### src/design/sync_pkg.sv
// Purpose: Shared constants and types for spindle sync control
// Assumes: 250 MHz reference clock
// Notes:   Long times are module parameters in the top level
package sync_pkg;

    localparam int unsigned CLK_MHZ          = 250;
    localparam int unsigned REV_PERIOD_US    = 16667;
    localparam int unsigned LOCK_TOL_US      = 50;
    localparam int unsigned SYNC_LIMIT_S     = 30;
    localparam int unsigned REF_LOSS_REVS    = 3;
    localparam longint unsigned REV_CYCLES   = longint'(REV_PERIOD_US) * CLK_MHZ;
    localparam longint unsigned TOL_CYCLES   = longint'(LOCK_TOL_US) * CLK_MHZ;
    localparam longint unsigned SYNC_CYCLES  = longint'(SYNC_LIMIT_S) * 1000000 * CLK_MHZ;

    localparam logic [7:0] BC_LOAD_FUNC      = 8'h01;
    localparam logic [7:0] FN_ENABLE_MASTER  = 8'h1f;
    localparam logic [7:0] FN_DISABLE_MASTER = 8'h2e;
    localparam int unsigned ST0_BC_EXC_BIT   = 5;
    localparam int unsigned ST2_INV_PAR_BIT  = 6;

    typedef struct packed {
        logic [7:0] bus_ctl;
        logic [7:0] func;
    } bus_cmd_t;

    typedef struct packed {
        logic [7:0] octet0;
        logic [7:0] octet2;
        logic       exception;
    } end_status_t;

    typedef enum logic [1:0] {
        SL_FREE,
        SL_PULL,
        SL_LOCKED
    } slave_state_t;

endpackage : sync_pkg

### src/design/spindle_sync_master_control.sv
// Purpose: Spindle sync master/slave role and index phase lock
// Assumes: Reference and jumper come from pins; commands from same clock
// Notes:   Phase correction is an advance/retard pulse to the motor loop
// Operation
// - Slave locks index to external reference
// - No reference: run free, no error
// - Locked index within 50 us of reference
// - Sync within 30 s after spin-up
// - Sync within 30 s of new reference
// - Jumper sampled at power-up makes master
// - Function 1F makes device master
// - Function 2E ends master role
// - Jumper master rejects enable with exception
// - Jumper master rejects disable, keeps driving
// - Rejection sets octet0 bit5, octet2 bit6
`timescale 1ns/1ps
module spindle_sync_master_control
    import sync_pkg::*;
#(
    parameter longint unsigned REV_CYC  = REV_CYCLES,
    parameter longint unsigned TOL_CYC  = TOL_CYCLES,
    parameter longint unsigned SYNC_CYC = SYNC_CYCLES
)(
    input  wire logic        i_ref_clk,
    input  wire logic        i_nrst,
    input  wire logic        i_ce,
    input  wire logic        i_jumper_pin,
    input  wire logic        i_ref_pin,
    input  wire logic        i_index,
    input  wire logic        i_at_speed,
    input  wire logic        i_cmd_valid,
    input  wire bus_cmd_t    i_cmd,
    output logic             o_ref_drive,
    output logic             o_ref_oe,
    output logic             o_is_master,
    output logic             o_locked,
    output logic             o_phase_adv,
    output logic             o_phase_ret,
    output logic             o_sync_timeout,
    output logic             o_status_valid,
    output end_status_t      o_status
);

    localparam int CW = 40;

    logic [1:0]  jmp_sync_q, ref_sync_q;
    logic        ref_prev_q, idx_prev_q, speed_prev_q;
    logic        sampled_q, jumper_master_q, cmd_master_q;
    logic        sampled_d, jumper_master_d, cmd_master_d;
    logic [1:0]  warm_q, warm_d;
    logic [CW-1:0] ref_age_q, ref_age_d, idx_age_q, idx_age_d;
    logic [CW-1:0] own_cnt_q, own_cnt_d, sync_cnt_q, sync_cnt_d;
    logic        ref_seen_q, ref_seen_d;
    slave_state_t st_q, st_d;
    logic        drive_d, oe_d, master_d, locked_d, adv_d, ret_d, tmo_d, sv_d;
    end_status_t status_d;
    logic        ref_rise, idx_rise, ref_present, restart;

    assign ref_rise    = ref_sync_q[1] & ~ref_prev_q;
    assign idx_rise    = i_index & ~idx_prev_q;
    assign ref_present = ref_seen_q;
    assign restart     = (i_at_speed & ~speed_prev_q) | (ref_rise & ~ref_seen_q);

    always_comb
    begin
        warm_d          = {warm_q[0], 1'b1};
        sampled_d       = sampled_q | warm_q[1];
        jumper_master_d = jumper_master_q;
        cmd_master_d    = cmd_master_q;
        sv_d            = 1'b0;
        status_d        = '0;
        // jumper at power-up, once synchroniser filled
        if (!sampled_q && warm_q[1])
            jumper_master_d = jmp_sync_q[1];
        if (i_cmd_valid && i_cmd.bus_ctl == BC_LOAD_FUNC &&
            (i_cmd.func == FN_ENABLE_MASTER || i_cmd.func == FN_DISABLE_MASTER))
        begin
            sv_d = 1'b1;
            if (jumper_master_q)
            begin
                status_d.exception                 = 1'b1;
                status_d.octet0[ST0_BC_EXC_BIT]    = 1'b1;
                status_d.octet2[ST2_INV_PAR_BIT]   = 1'b1;
            end
            else if (i_cmd.func == FN_ENABLE_MASTER)
                cmd_master_d = 1'b1;
            else
                cmd_master_d = 1'b0;
        end
    end

    always_comb
    begin
        ref_age_d  = (ref_age_q == '1) ? ref_age_q : ref_age_q + 1'b1;
        idx_age_d  = (idx_age_q == '1) ? idx_age_q : idx_age_q + 1'b1;
        own_cnt_d  = own_cnt_q + 1'b1;
        sync_cnt_d = sync_cnt_q;
        ref_seen_d = ref_seen_q;
        st_d       = st_q;
        adv_d      = 1'b0;
        ret_d      = 1'b0;
        tmo_d      = o_sync_timeout;
        master_d   = jumper_master_q | cmd_master_q;
        drive_d    = 1'b0;
        if (ref_rise)
            ref_age_d = '0;
        if (idx_rise)
            idx_age_d = '0;
        if (own_cnt_q >= CW'(REV_CYC - 1))
            own_cnt_d = '0;
        if (master_d)
        begin
            drive_d = (own_cnt_q < CW'(REV_CYC / 2));
            st_d    = SL_FREE;
            tmo_d   = 1'b0;
        end
        else
        begin
            if (ref_rise)
                ref_seen_d = 1'b1;
            else if (ref_age_q > CW'(REV_CYC * REF_LOSS_REVS))
                ref_seen_d = 1'b0;
            if (!ref_present || !i_at_speed)
            begin
                st_d  = SL_FREE;
                tmo_d = 1'b0;
            end
            else
            begin
                if (restart || st_q == SL_FREE)
                begin
                    st_d       = SL_PULL;
                    sync_cnt_d = '0;
                    tmo_d      = 1'b0;
                end
                else if (st_q == SL_PULL && sync_cnt_q < CW'(SYNC_CYC))
                    sync_cnt_d = sync_cnt_q + 1'b1;
                else if (st_q == SL_PULL)
                    tmo_d = 1'b1;
                if (idx_rise)
                begin
                    adv_d = (ref_age_q > CW'(REV_CYC / 2));
                    ret_d = (ref_age_q <= CW'(REV_CYC / 2)) && (ref_age_q != '0);
                    case (st_q)
                        SL_PULL:
                            if (ref_age_q <= CW'(TOL_CYC) || ref_age_q >= CW'(REV_CYC - TOL_CYC))
                                st_d = SL_LOCKED;
                        SL_LOCKED:
                            if (ref_age_q > CW'(TOL_CYC) && ref_age_q < CW'(REV_CYC - TOL_CYC))
                                st_d = SL_PULL;
                        default:
                            st_d = SL_PULL;
                    endcase
                end
            end
        end
        oe_d     = master_d;
        locked_d = (st_d == SL_LOCKED);
    end

    always_ff @(posedge i_ref_clk or negedge i_nrst)
    begin
        if (!i_nrst)
        begin
            jmp_sync_q      <= '0;
            ref_sync_q      <= '0;
            ref_prev_q      <= 1'b0;
            idx_prev_q      <= 1'b0;
            speed_prev_q    <= 1'b0;
            sampled_q       <= 1'b0;
            warm_q          <= '0;
            jumper_master_q <= 1'b0;
            cmd_master_q    <= 1'b0;
            ref_age_q       <= '1;
            idx_age_q       <= '1;
            own_cnt_q       <= '0;
            sync_cnt_q      <= '0;
            ref_seen_q      <= 1'b0;
            st_q            <= SL_FREE;
            o_ref_drive     <= 1'b0;
            o_ref_oe        <= 1'b0;
            o_is_master     <= 1'b0;
            o_locked        <= 1'b0;
            o_phase_adv     <= 1'b0;
            o_phase_ret     <= 1'b0;
            o_sync_timeout  <= 1'b0;
            o_status_valid  <= 1'b0;
            o_status        <= '0;
        end
        else if (i_ce)
        begin
            jmp_sync_q      <= {jmp_sync_q[0], i_jumper_pin};
            ref_sync_q      <= {ref_sync_q[0], i_ref_pin};
            ref_prev_q      <= ref_sync_q[1];
            idx_prev_q      <= i_index;
            speed_prev_q    <= i_at_speed;
            sampled_q       <= sampled_d;
            warm_q          <= warm_d;
            jumper_master_q <= jumper_master_d;
            cmd_master_q    <= cmd_master_d;
            ref_age_q       <= ref_age_d;
            idx_age_q       <= idx_age_d;
            own_cnt_q       <= own_cnt_d;
            sync_cnt_q      <= sync_cnt_d;
            ref_seen_q      <= ref_seen_d;
            st_q            <= st_d;
            o_ref_drive     <= drive_d;
            o_ref_oe        <= oe_d;
            o_is_master     <= master_d;
            o_locked        <= locked_d;
            o_phase_adv     <= adv_d;
            o_phase_ret     <= ret_d;
            o_sync_timeout  <= tmo_d;
            o_status_valid  <= sv_d;
            o_status        <= status_d;
        end
    end

endmodule : spindle_sync_master_control

### config.mk
export PLATFORM = sky130hd
export DESIGN_NAME = spindle_sync_master_control
export DESIGN_NICKNAME = d
export VERILOG_FILES = /design/src/design/sync_pkg.sv /design/src/design/spindle_sync_master_control.sv
export SDC_FILE = /design/constraint.sdc
export NUM_CORES = 1
export LEC_CHECK = 0
export CELL_PAD_IN_SITES_DETAIL_PLACEMENT = 0
export CELL_PAD_IN_SITES_GLOBAL_PLACEMENT = 2
export CORE_UTILIZATION = 44
export CTS_CLUSTER_SIZE = 12
export DETAILED_ROUTE_END_ITERATION = 16
export DONT_BUFFER_PORTS = 1
export PLACE_DENSITY_LB_ADDON = 0.2
export SYNTH_ARGS = -nofsm -noshare
export SYNTH_HDL_FRONTEND = slang
export SYNTH_SLANG_ARGS = --single-unit
### constraint.sdc
create_clock -name i_ref_clk -period 6.25 [get_ports i_ref_clk]
set_clock_uncertainty 0.1 [all_clocks]
set_input_delay 1.875 -clock i_ref_clk [delete_from_list [all_inputs] [get_ports i_ref_clk]]
set_output_delay 1.875 -clock i_ref_clk [all_outputs]
set_load 0.02 [all_outputs]
Yosys cells after proc, flatten, opt, wreduce, memory -nomap -nowiden
Cells that the tools add are included.
- add/sub/neg operators: 3
- $lt $le $gt $ge: 10
- equality and inequality tests: 9
- muxes and demuxes: 30
- bitwise logic cells: 14
- reduce and logical (&&, ||, !) cells: 24
- operators by type and width (operator ; count):
    2-to-1 mux 40 bit ; 5
    adder 40 x 1 -> 40 bit, second input constant ; 3
    greater-or-equal comparator 40 x 22 -> 1 bit, second input constant ; 2
    equality test 40 bit, second input constant ; 1
    > comparator 40 x 14 -> 1 bit, second input constant ; 1
    > comparator 40 x 21 -> 1 bit, second input constant ; 1
    > comparator 40 x 24 -> 1 bit, second input constant ; 1
    less-or-equal comparator 40 x 14 -> 1 bit, second input constant ; 1
    less-or-equal comparator 40 x 21 -> 1 bit, second input constant ; 1
    < comparator 40 x 21 -> 1 bit, second input constant ; 1
    < comparator 40 x 22 -> 1 bit, second input constant ; 1
    < comparator 40 x 33 -> 1 bit, second input constant ; 1
    nonzero test 40 bit ; 1
    2-to-1 mux 1 bit ; 18
    2-to-1 mux 2 bit ; 6
    AND reduction 3 bit ; 3
    equality test 8 x 1 -> 1 bit, second input constant ; 1
    equality test 8 x 5 -> 1 bit, second input constant ; 1
    equality test 8 x 6 -> 1 bit, second input constant ; 1
    inverter 1 bit ; 7
    logical AND 1 bit ; 6
    AND 1 bit ; 4
    equality test 2 bit, second input constant ; 2
    logical OR 1 bit ; 4
    11 further kinds ; 17
- flip-flop bits (word level): 143
- input port bits: 24
- output and inout bits: 25

Longest topological paths before layout
Gate-level depths: netlist (run 1).
- depth after elaboration: 12
- gate-level depth with buffers: 10
- depth with buffers taken out: 8

Worst setup path after synthesis (run 1)
OpenSTA, ideal clock, no wires.
- path kind: input to register
- start: in i_at_speed
- end: reg o_locked
- data arrival time: 3.425 ns
- required time: 6.084 ns
- setup slack: 2.659 ns
- cell stages on the path: 5
- path buffers: 1
- cells stage by stage: a221oi_2 -> buf_2 -> or4b_2 -> o2111ai_1 -> a22o_1
- cells in the longest elaborated chain, start to end: 10
- elaborated cells between the ends (all ways): 13
- those cells by class: eq/ne (1); mux (7); bitwise (2); reduce/logical (3)
- RTL lines (element ; RTL line ; text):
    from (decl) ; spindle_sync_master_control.sv:30 ; input wire logic i_at_speed,
    AND 1 bit ; spindle_sync_master_control.sv:62 ; assign restart = (i_at_speed & ~speed_prev_q) | (ref_rise & ~ref_seen_q);
    bitwise OR 1 bit ; spindle_sync_master_control.sv:62 ;
    logical OR 1 bit ; spindle_sync_master_control.sv:130 ; if (restart || st_q == SL_FREE)
    2-to-1 mux 2 bit ; spindle_sync_master_control.sv:130 ;
    2-to-1 mux 2 bit (on tied branches) ; spindle_sync_master_control.sv:149, spindle_sync_master_control.sv:146 ;
    case mux 2 bit (2 select lines) ; spindle_sync_master_control.sv:144 ; case (st_q)
    2-to-1 mux 2 bit ; spindle_sync_master_control.sv:140 ; if (idx_rise)
    2-to-1 mux 2 bit * ; spindle_sync_master_control.sv:123 ; if (!ref_present || !i_at_speed)
    2-to-1 mux 2 bit * ; spindle_sync_master_control.sv:111 ; if (master_d)
    equality test 2 bit * ; spindle_sync_master_control.sv:158 ; locked_d = (st_d == SL_LOCKED);
    to (signal assigned) ; spindle_sync_master_control.sv:210 ; o_locked <= locked_d;
    to (decl) ; spindle_sync_master_control.sv:36 ; output logic o_locked,
Every way passes the cells marked *; elsewhere a longest branch is shown, timed or not.
A chain may end at the register's enable or synchronous reset.

Final worst setup path (run 1)
- start: in i_ce
- end: reg sync_cnt_q[19]
- cells in the longest elaborated chain, start to end: 1
- RTL lines (element ; RTL line ; text):
    from (decl) ; spindle_sync_master_control.sv:26 ; input wire logic i_ce,
    AND reduction 4 bit (no source line) ; - ;
    to (signal assigned) ; spindle_sync_master_control.sv:204 ; sync_cnt_q <= sync_cnt_d;
    to (decl) ; spindle_sync_master_control.sv:52 ; logic [CW-1:0] own_cnt_q, own_cnt_d, sync_cnt_q, sync_cnt_d;
Every way passes these cells.

==> results of run 1 <==
-- logic make-up (layout without fill, tap and decap cells) --
| group | after synthesis | count (layout) | synth area share |
|---|---|---|---|
| DFF | 143 | 143 | 0.4531 |
| other | 1 | 14 | 0.0004682 |
| xor gates and xnor gates | 70 | 70 | 0.07655 |
| AOI/OAI and AO/OA | 129 | 129 | 0.1130 |
| muxes | 9 | 9 | 0.01250 |
| and+or+nand+nor | 424 | 424 | 0.2793 |
| adders and majority gates | 10 | 10 | 0.01562 |
| buffers and inverters | 77 | 63 | 0.04952 |
-- state kept, by name, indices dropped and copies added, names as in the netlist, 2 cells and up --
signal and cells:
ref_sync_q 2, jmp_sync_q 2, own_cnt_q 40, warm_q 2, st_q 2, ref_age_q 40, sync_cnt_q 40
-- power by group through the flow --
| stage | combinational [uW] | sequential, uW | clock [uW] |
|---|---|---|---|
| 3_3_place_gp | 186 | 1060 | 0 |
| 4_1_cts | 192 | 1040 | 1120 |
| 2_1_floorplan | 183 | 1030 | 0 |
| 5_1_grt | 218 | 1050 | 1170 |
| 3_5_place_dp | 192 | 1060 | 0 |
| 6_report | 190 | 1050 | 1100 |
-- worst paths after layout --
kind,startpoint,endpoint,slack [ps],cells after the start
min in group asynchronous,i_nrst,own_cnt_q[11],1050,0
worst min register to register,warm_q[0],warm_q[0],360,1
worst max-delay path,i_ce,sync_cnt_q[19],2720,5
worst max register to register,ref_age_q[1],ref_age_q[29],3280,7
worst min-delay path,warm_q[0],warm_q[0],360,1
max in group asynchronous,i_nrst,ref_age_q[17],4690,0
-- placed cells by master (no fill, tap or decap), types with 18 or more instances in the layout --
cell     synthesis  layout
xnor2_1         19      19
dfstp_2         40      40
inv_1           26      26
nor2_1         123     121
nor4_1          20      20
o21ai_0         29      29
xor2_1          51      51
dfrtp_1        103     103
nand4_1         40      40
nand2_1         58      58
nand3_1         60      60
or4_1           18      18
a21oi_1         26      26
-- through the flow --
stage / setup WS [ps] / hold WS, ps
finish: 2718 / 363.0
global route: 2536 / 376.0
CTS: 2794 / 367.2
detailed placement: 2344 / 347.6
global placement: 2409 / 344.0
floorplan: 2659 / 330.5
-- final cells by class --
cell class                      instances  area [um^2]
Sequential cell                       143         3628
Multi-Input combinational cell        656         4038
Clock inverter                          9        155.1
Fill cell                            1634         8811
Clock buffer                           23        488.0
Tap cell                              225        281.5
Timing Repair Buffer                    5        37.54
Inverter                               26        97.59
-- layer usage --
layer / routed length [um] / share of wire
met5: 0 / 0
met4: 153 / 0.0083
met3: 729 / 0.040
met2: 9013 / 0.49
met1: 8554 / 0.46
-- worst reg2reg max path, cell delays in order, from the launching register on --
cell and delay (ps):
dfstp_2 610, ha_1 200, nand3_1 180, nor3_1 400, nand2_1 360, o211ai_1 740, or4_1 210, a21oi_1 70
==> metrics.csv, run 1 <==
stage,metric,value,unit
detailed_routing,routed via count,6268,
placement,dpl hpwl,12670,um
floorplanning,Core ar.,17540,um^2
detailed_routing,DR pass1 iterations,5,
setup_path,slowest cell on the critical path,a211oi_1,
finish,antenna diode count,0,
yosys,Synth top area share,0.3218,
clock_network,clock tree buffer depth,2,
power,Pwr Density,267.4,nW/um^2
power,Pwr Total,2333,uW
global_route,vias in the first global route,6101,
sta,crit share post-route,0.5652,
yosys,post-synth top area cell,dfrtp_1,
floorplanning,Initial Utilization,0.4567,
global_route,GRT met1 Usage,0.2711,
worst_hold_path,Worst Hold Class,reg2reg,
global_route,global-route wire length before repair,30510,um
detailed_routing,Iter 0 DRT Violations,323,
power,switch share,0.2454,
global_route,met3 GRT Util,0.04741,
global_route,met2 Use GR,0.3508,
placement,Port Buffers,0,
setup_path,Required @ worst endpoint,6440,ps
floorplanning,Site Rows,48,
floorplanning,Die ar.,18750,um^2
yosys,cell count after synthesis,863,
global_route,total global-route track usage,0.2090,
sta,Final Hold Fails,0,
setup_path,Critical Path End Type,flop,
detailed_routing,drt wl/cell,16.97,um
clock_network,root buf cell,clkbuf_16,
yosys,Yosys cell types,71,
yosys,#FFs+latches synth,143,
global_route,total congestion overflow,0,
finish,nets@finish,883,
sta,"Setup violations, final",0,
setup_path,CP startpoint kind,primary input,
yosys,Synth Flop Type,dfrtp_1,
floorplanning,chip height,136.9,um
detailed_routing,DRC,0,
finish,Layout Cells excl Fill,1087,
sta,Peak Freq,283.1,MHz
detailed_routing,detailed-route wire length,18450,um
outcome,status,finished clean,
detailed_routing,vias per inst,5.766,
yosys,"Async S/R FF share, synth",1.000,
yosys,largest cells by area after synthesis,"dfrtp_1, dfstp_2, nor2_1",
yosys,most common cell in the netlist,nor2_1,
power,part of the power in registers,0.448,
clock_network,"Setup Fix Bufs, Post-CTS",0,
power,Internal,1761,uW
power,Worst VDD drop,291.4,uV
sta,min Tclk post-route,3532,ps
clock_network,TritonCTS Sinks,143,
run,Max Cap Viol,0,
power,Comb pwr share,0.081,
detailed_routing,Detail Route Antenna Nets,0,
setup_path,"most used cell, CP",nand4_1,
clock_network,Post-CTS Resized,0,
sta,Worst-Margin Slew,1133,ps
global_route,largest net degree at the start of global routing,144,
finish,post-layout util,0.4976,
global_route,initial antenna violation count,0,
global_route,busiest layer in global routing,met2,
yosys,"top cells by count, synth","nor2_1, dfrtp_1, nand3_1, nand2_1, xor2_1",
sta,unrepaired setup endpoints after global routing,false,
clock_network,CTS H-tree lvls,4,
setup_path,WP data arrival,3730,ps
clock_network,"Clk pin slew, worst setup/hold paths",60,ps
clock_network,Clock Latency Late Sink,410,ps
power,NetSw,572.5,uW
yosys,Syn Area/Cell,9.280,um^2
yosys,synth warn,0,
yosys,post-synthesis sequential area ratio,0.4531,
placement,Final GP Congestion,0.8226,
power,clock power share,0.471,
sta,setup TNS,0,ps
finish,share of post-route cells with drive strength above 1,0.1253,
clock_network,CTS tree,built,
placement,placed cell areas,8083,um^2
floorplanning,die width,136.9,um
floorplanning,io pins,49,
setup_path,Setup CP Type,in2reg,
sta,slew margin rel.,0.2401,
setup_path,"Max FO, Critical Path",51,
sta,max-slew violation count,0,
clock_network,Inserted Clock Buffers,17,
setup_path,"Largest delay share family, worst path",compound AO/OA/AOI/OAI gates,
finish,Area growth syn-to-layout,8.952,%
setup_path,"critical path, cell by cell",nand4_1 > a211oi_1 > nand4_1 > xor2_1 > nor2_1,
setup_path,"Buf+Inv Stages, Crit Path",0,
clock_network,cts hold-fix bufs,0,
power,Leakage,0.003548,uW
yosys,"EDFF count, synth",0,
yosys,area of the mapped netlist,8009,um^2
setup_path,Worst path max stage delay,1010,ps
finish,final instance area,8726,um^2
placement,Placed Cells,1055,
Power figures use the tool's default switching activity.
==> inputs of run 2 (changes only) <==
--- a/config.mk
+++ b/config.mk
@@ -7,7 +7,7 @@
 export LEC_CHECK = 0
 export CELL_PAD_IN_SITES_DETAIL_PLACEMENT = 0
 export CELL_PAD_IN_SITES_GLOBAL_PLACEMENT = 2
-export CORE_UTILIZATION = 44
+export CORE_UTILIZATION = 37
 export CTS_CLUSTER_SIZE = 12
 export DETAILED_ROUTE_END_ITERATION = 16
 export DONT_BUFFER_PORTS = 1
==> constraint.sdc (replaced) <==
create_clock -name i_ref_clk -period 3.23 [get_ports i_ref_clk]
set_clock_uncertainty 0.1 [all_clocks]
set_input_delay 0.969 -clock i_ref_clk [delete_from_list [all_inputs] [get_ports i_ref_clk]]
set_output_delay 0.969 -clock i_ref_clk [all_outputs]
set_load 0.02 [all_outputs]
==> run 2 against run 1 <==
  * Sequential share of layout area fell by 0.68 points
  * Wire length rose by 3.3%
  * Critical path type is now reg2reg
  * Highest routed layer unchanged
  * Total power rose by 92%
  * Clock power rose by 88%
  * Global-route usage fell by 2.6 points
  * Sequential power rose by 93%
  * Register-to-register slack got worse by 2900 ps
  * Largest cell class unchanged
==> metrics.csv, run 2 (synthesized netlist as in run 1, its figures left out) <==
stage,metric,value,unit,change
outcome,status,finished clean,,
setup_path,Setup CP Type,reg2reg,,
clock_network,Clock Latency Late Sink,420,ps,about the same
power,NetSw,1146,uW,+100%
clock_network,root buf cell,clkbuf_16,,
power,Leakage,0.003606,uW,+1.6%
clock_network,CTS H-tree lvls,4,,unchanged
detailed_routing,DRC,0,,unchanged
finish,Area growth syn-to-layout,10.76,%,
floorplanning,Core ar.,21150,um^2,+21%
detailed_routing,routed via count,6268,,unchanged
floorplanning,Initial Utilization,0.3786,,-0.07809
power,Pwr Density,505.9,nW/um^2,+89%
detailed_routing,drt wl/cell,16.55,um,-2.5%
clock_network,"Clk pin slew, worst setup/hold paths",60,ps,about the same
finish,most common library cell in the layout ignoring fill and taps,nor2_1,,
clock_network,Inserted Clock Buffers,17,,unchanged
power,Pwr Total,4488,uW,+92%
finish,"commonest non-fill, non-tap cells in the layout","nor2_1, dfrtp_1, nand3_1, nand2_1, xor2_1",,
power,part of the power in registers,0.451,,+0.003
finish,nets@finish,897,,+1.6%
global_route,largest net degree at the start of global routing,144,,unchanged
placement,Final GP Congestion,0.8419,,+2.3%
detailed_routing,detailed-route wire length,19050,um,+3.3%
finish,Fill cells,2062,,+26%
detailed_routing,vias per inst,5.446,,-5.6%
setup_path,CP startpoint kind,flop,,
worst_hold_path,Worst Hold Class,in2async,,
detailed_routing,Iter 0 DRT Violations,328,,+1.5%
placement,Placed Cells,1119,,+6.1%
clock_network,clock tree buffer depth,2,,unchanged
sta,min Tclk post-route,2852,ps,
floorplanning,io pins,49,,unchanged
clock_network,"Setup Fix Bufs, Post-CTS",0,,unchanged
global_route,global-route wire length before repair,31860,um,+4.4%
finish,register area,3628,um^2,unchanged
finish,Layout Cells excl Fill,1151,,+5.9%
floorplanning,die width,149.1,um,+8.9%
setup_path,Critical Path End Type,flop,,
clock_network,CTS tree,built,,
floorplanning,Site Rows,53,,+10%
setup_path,WP data arrival,3110,ps,-620 ps
detailed_routing,DR pass1 iterations,4,,-1
setup_path,FF-to-FF Start,ref_age_q[1],,
power,clock power share,0.461,,-0.010
clock_network,cts hold-fix bufs,0,,unchanged
finish,share of post-route cells with drive strength above 1,0.1393,,+0.01398
run,Max Cap Viol,0,,unchanged
sta,setup TNS,0,ps,unchanged
global_route,vias in the first global route,6158,,+0.93%
sta,unrepaired setup endpoints after global routing,false,,
power,switch share,0.2555,,+0.01008
sta,slew margin rel.,0.5601,,+0.3200
power,Internal,3341,uW,+90%
setup_path,"Max FO, Critical Path",9,,-82%
sta,Final Hold Fails,0,,unchanged
detailed_routing,Detail Route Antenna Nets,0,,unchanged
clock_network,TritonCTS Sinks,143,,unchanged
floorplanning,Die ar.,22240,um^2,+19%
setup_path,Required @ worst endpoint,3480,ps,-2960 ps
sta,Worst-Margin Slew,653.8,ps,-479.2 ps
sta,max-slew violation count,0,,unchanged
finish,multi-input logic area,4038,um^2,unchanged
global_route,total global-route track usage,0.1825,,-0.02650
global_route,total congestion overflow,0,,unchanged
sta,crit share post-route,0.8829,,
setup_path,CP Launch Point,ref_age_q[1],,
placement,dpl hpwl,13180,um,+4.0%
placement,placed cell areas,8250,um^2,+2.1%
sta,"Setup violations, final",0,,unchanged
finish,final instance area,8871,um^2,+1.7%
placement,Port Buffers,0,,unchanged
power,Worst VDD drop,292.7,uV,+0.44%
sta,Peak Freq,350.7,MHz,
finish,antenna diode count,0,,unchanged
power,Comb pwr share,0.088,,+0.007
clock_network,Post-CTS Resized,0,,unchanged
finish,top flop regs,"own_cnt_q (40), ref_age_q (40), sync_cnt_q (40)",,
global_route,initial antenna violation count,0,,unchanged
floorplanning,chip height,149.1,um,+8.9%
[run 2: changes by cell type in the layout (fill, tap and decap cells not counted), sizes merged]
cell,before,now
clkinvlp,1,2
buf,5,19
bufinv,4,3
[run 2: path summary, 6_finish.rpt]
check	endpoint	slack [ps]	depth (start not counted)
max	ref_age_q[36]	380	7
min	own_cnt_q[11]	140	0
max reg2reg	ref_age_q[36]	380	7
min reg2reg	warm_q[0]	370	1
max in group asynchronous	ref_age_q[2]	2620	0
min in group i_ref_clk	warm_q[0]	370	1
[run 2: power by group through the flow]
stage	sequential [uW]	clock, uW	combinational [uW]
5_1_grt	2040	2200	443
4_1_cts	2030	2120	398
3_5_place_dp	2050	0	395
3_3_place_gp	2050	0	389
2_1_floorplan	1990	0	353
6_report	2030	2070	393
[run 2: final cells by class]
class	count	share of cell area
Multi-Input combinational cell	656	0.4551
Sequential cell	143	0.4090
Clock buffer	23	0.05501
Tap cell	275	0.03879
Timing Repair Buffer	19	0.01608
Clock inverter	9	0.01495
Inverter	26	0.01100
[run 2: critical path, cell delays in order, from the launching register on]
cell and delay (ps):
dfstp_2 610, ha_1 190, nand3_1 160, or3_4 440
a311oi_4 440, nand3_4 180, or4_1 500, a21oi_1 160
[run 2: routing by layer]
metal  wire [um]  part of all wire  GRT usage  up-vias
met5           0                 0          0        -
met2        9220              0.48     0.2949       68
met1        8984              0.47     0.2397     3093
li1            -                 -          -     3084
met4         342             0.018    0.06786        0
met3         505             0.027    0.03853       23
[run 2: through the flow]
stage	hold WS (ps)	setup slack (ps)	util
after floorplan	330.5	545.0	-
after global placement	343.6	470.9	0.3900
after detailed placement	347.9	423.8	0.3900
after CTS	123.1	394.6	0.4194
after global routing	120.3	148.8	0.4194
final	140.2	378.4	0.4194
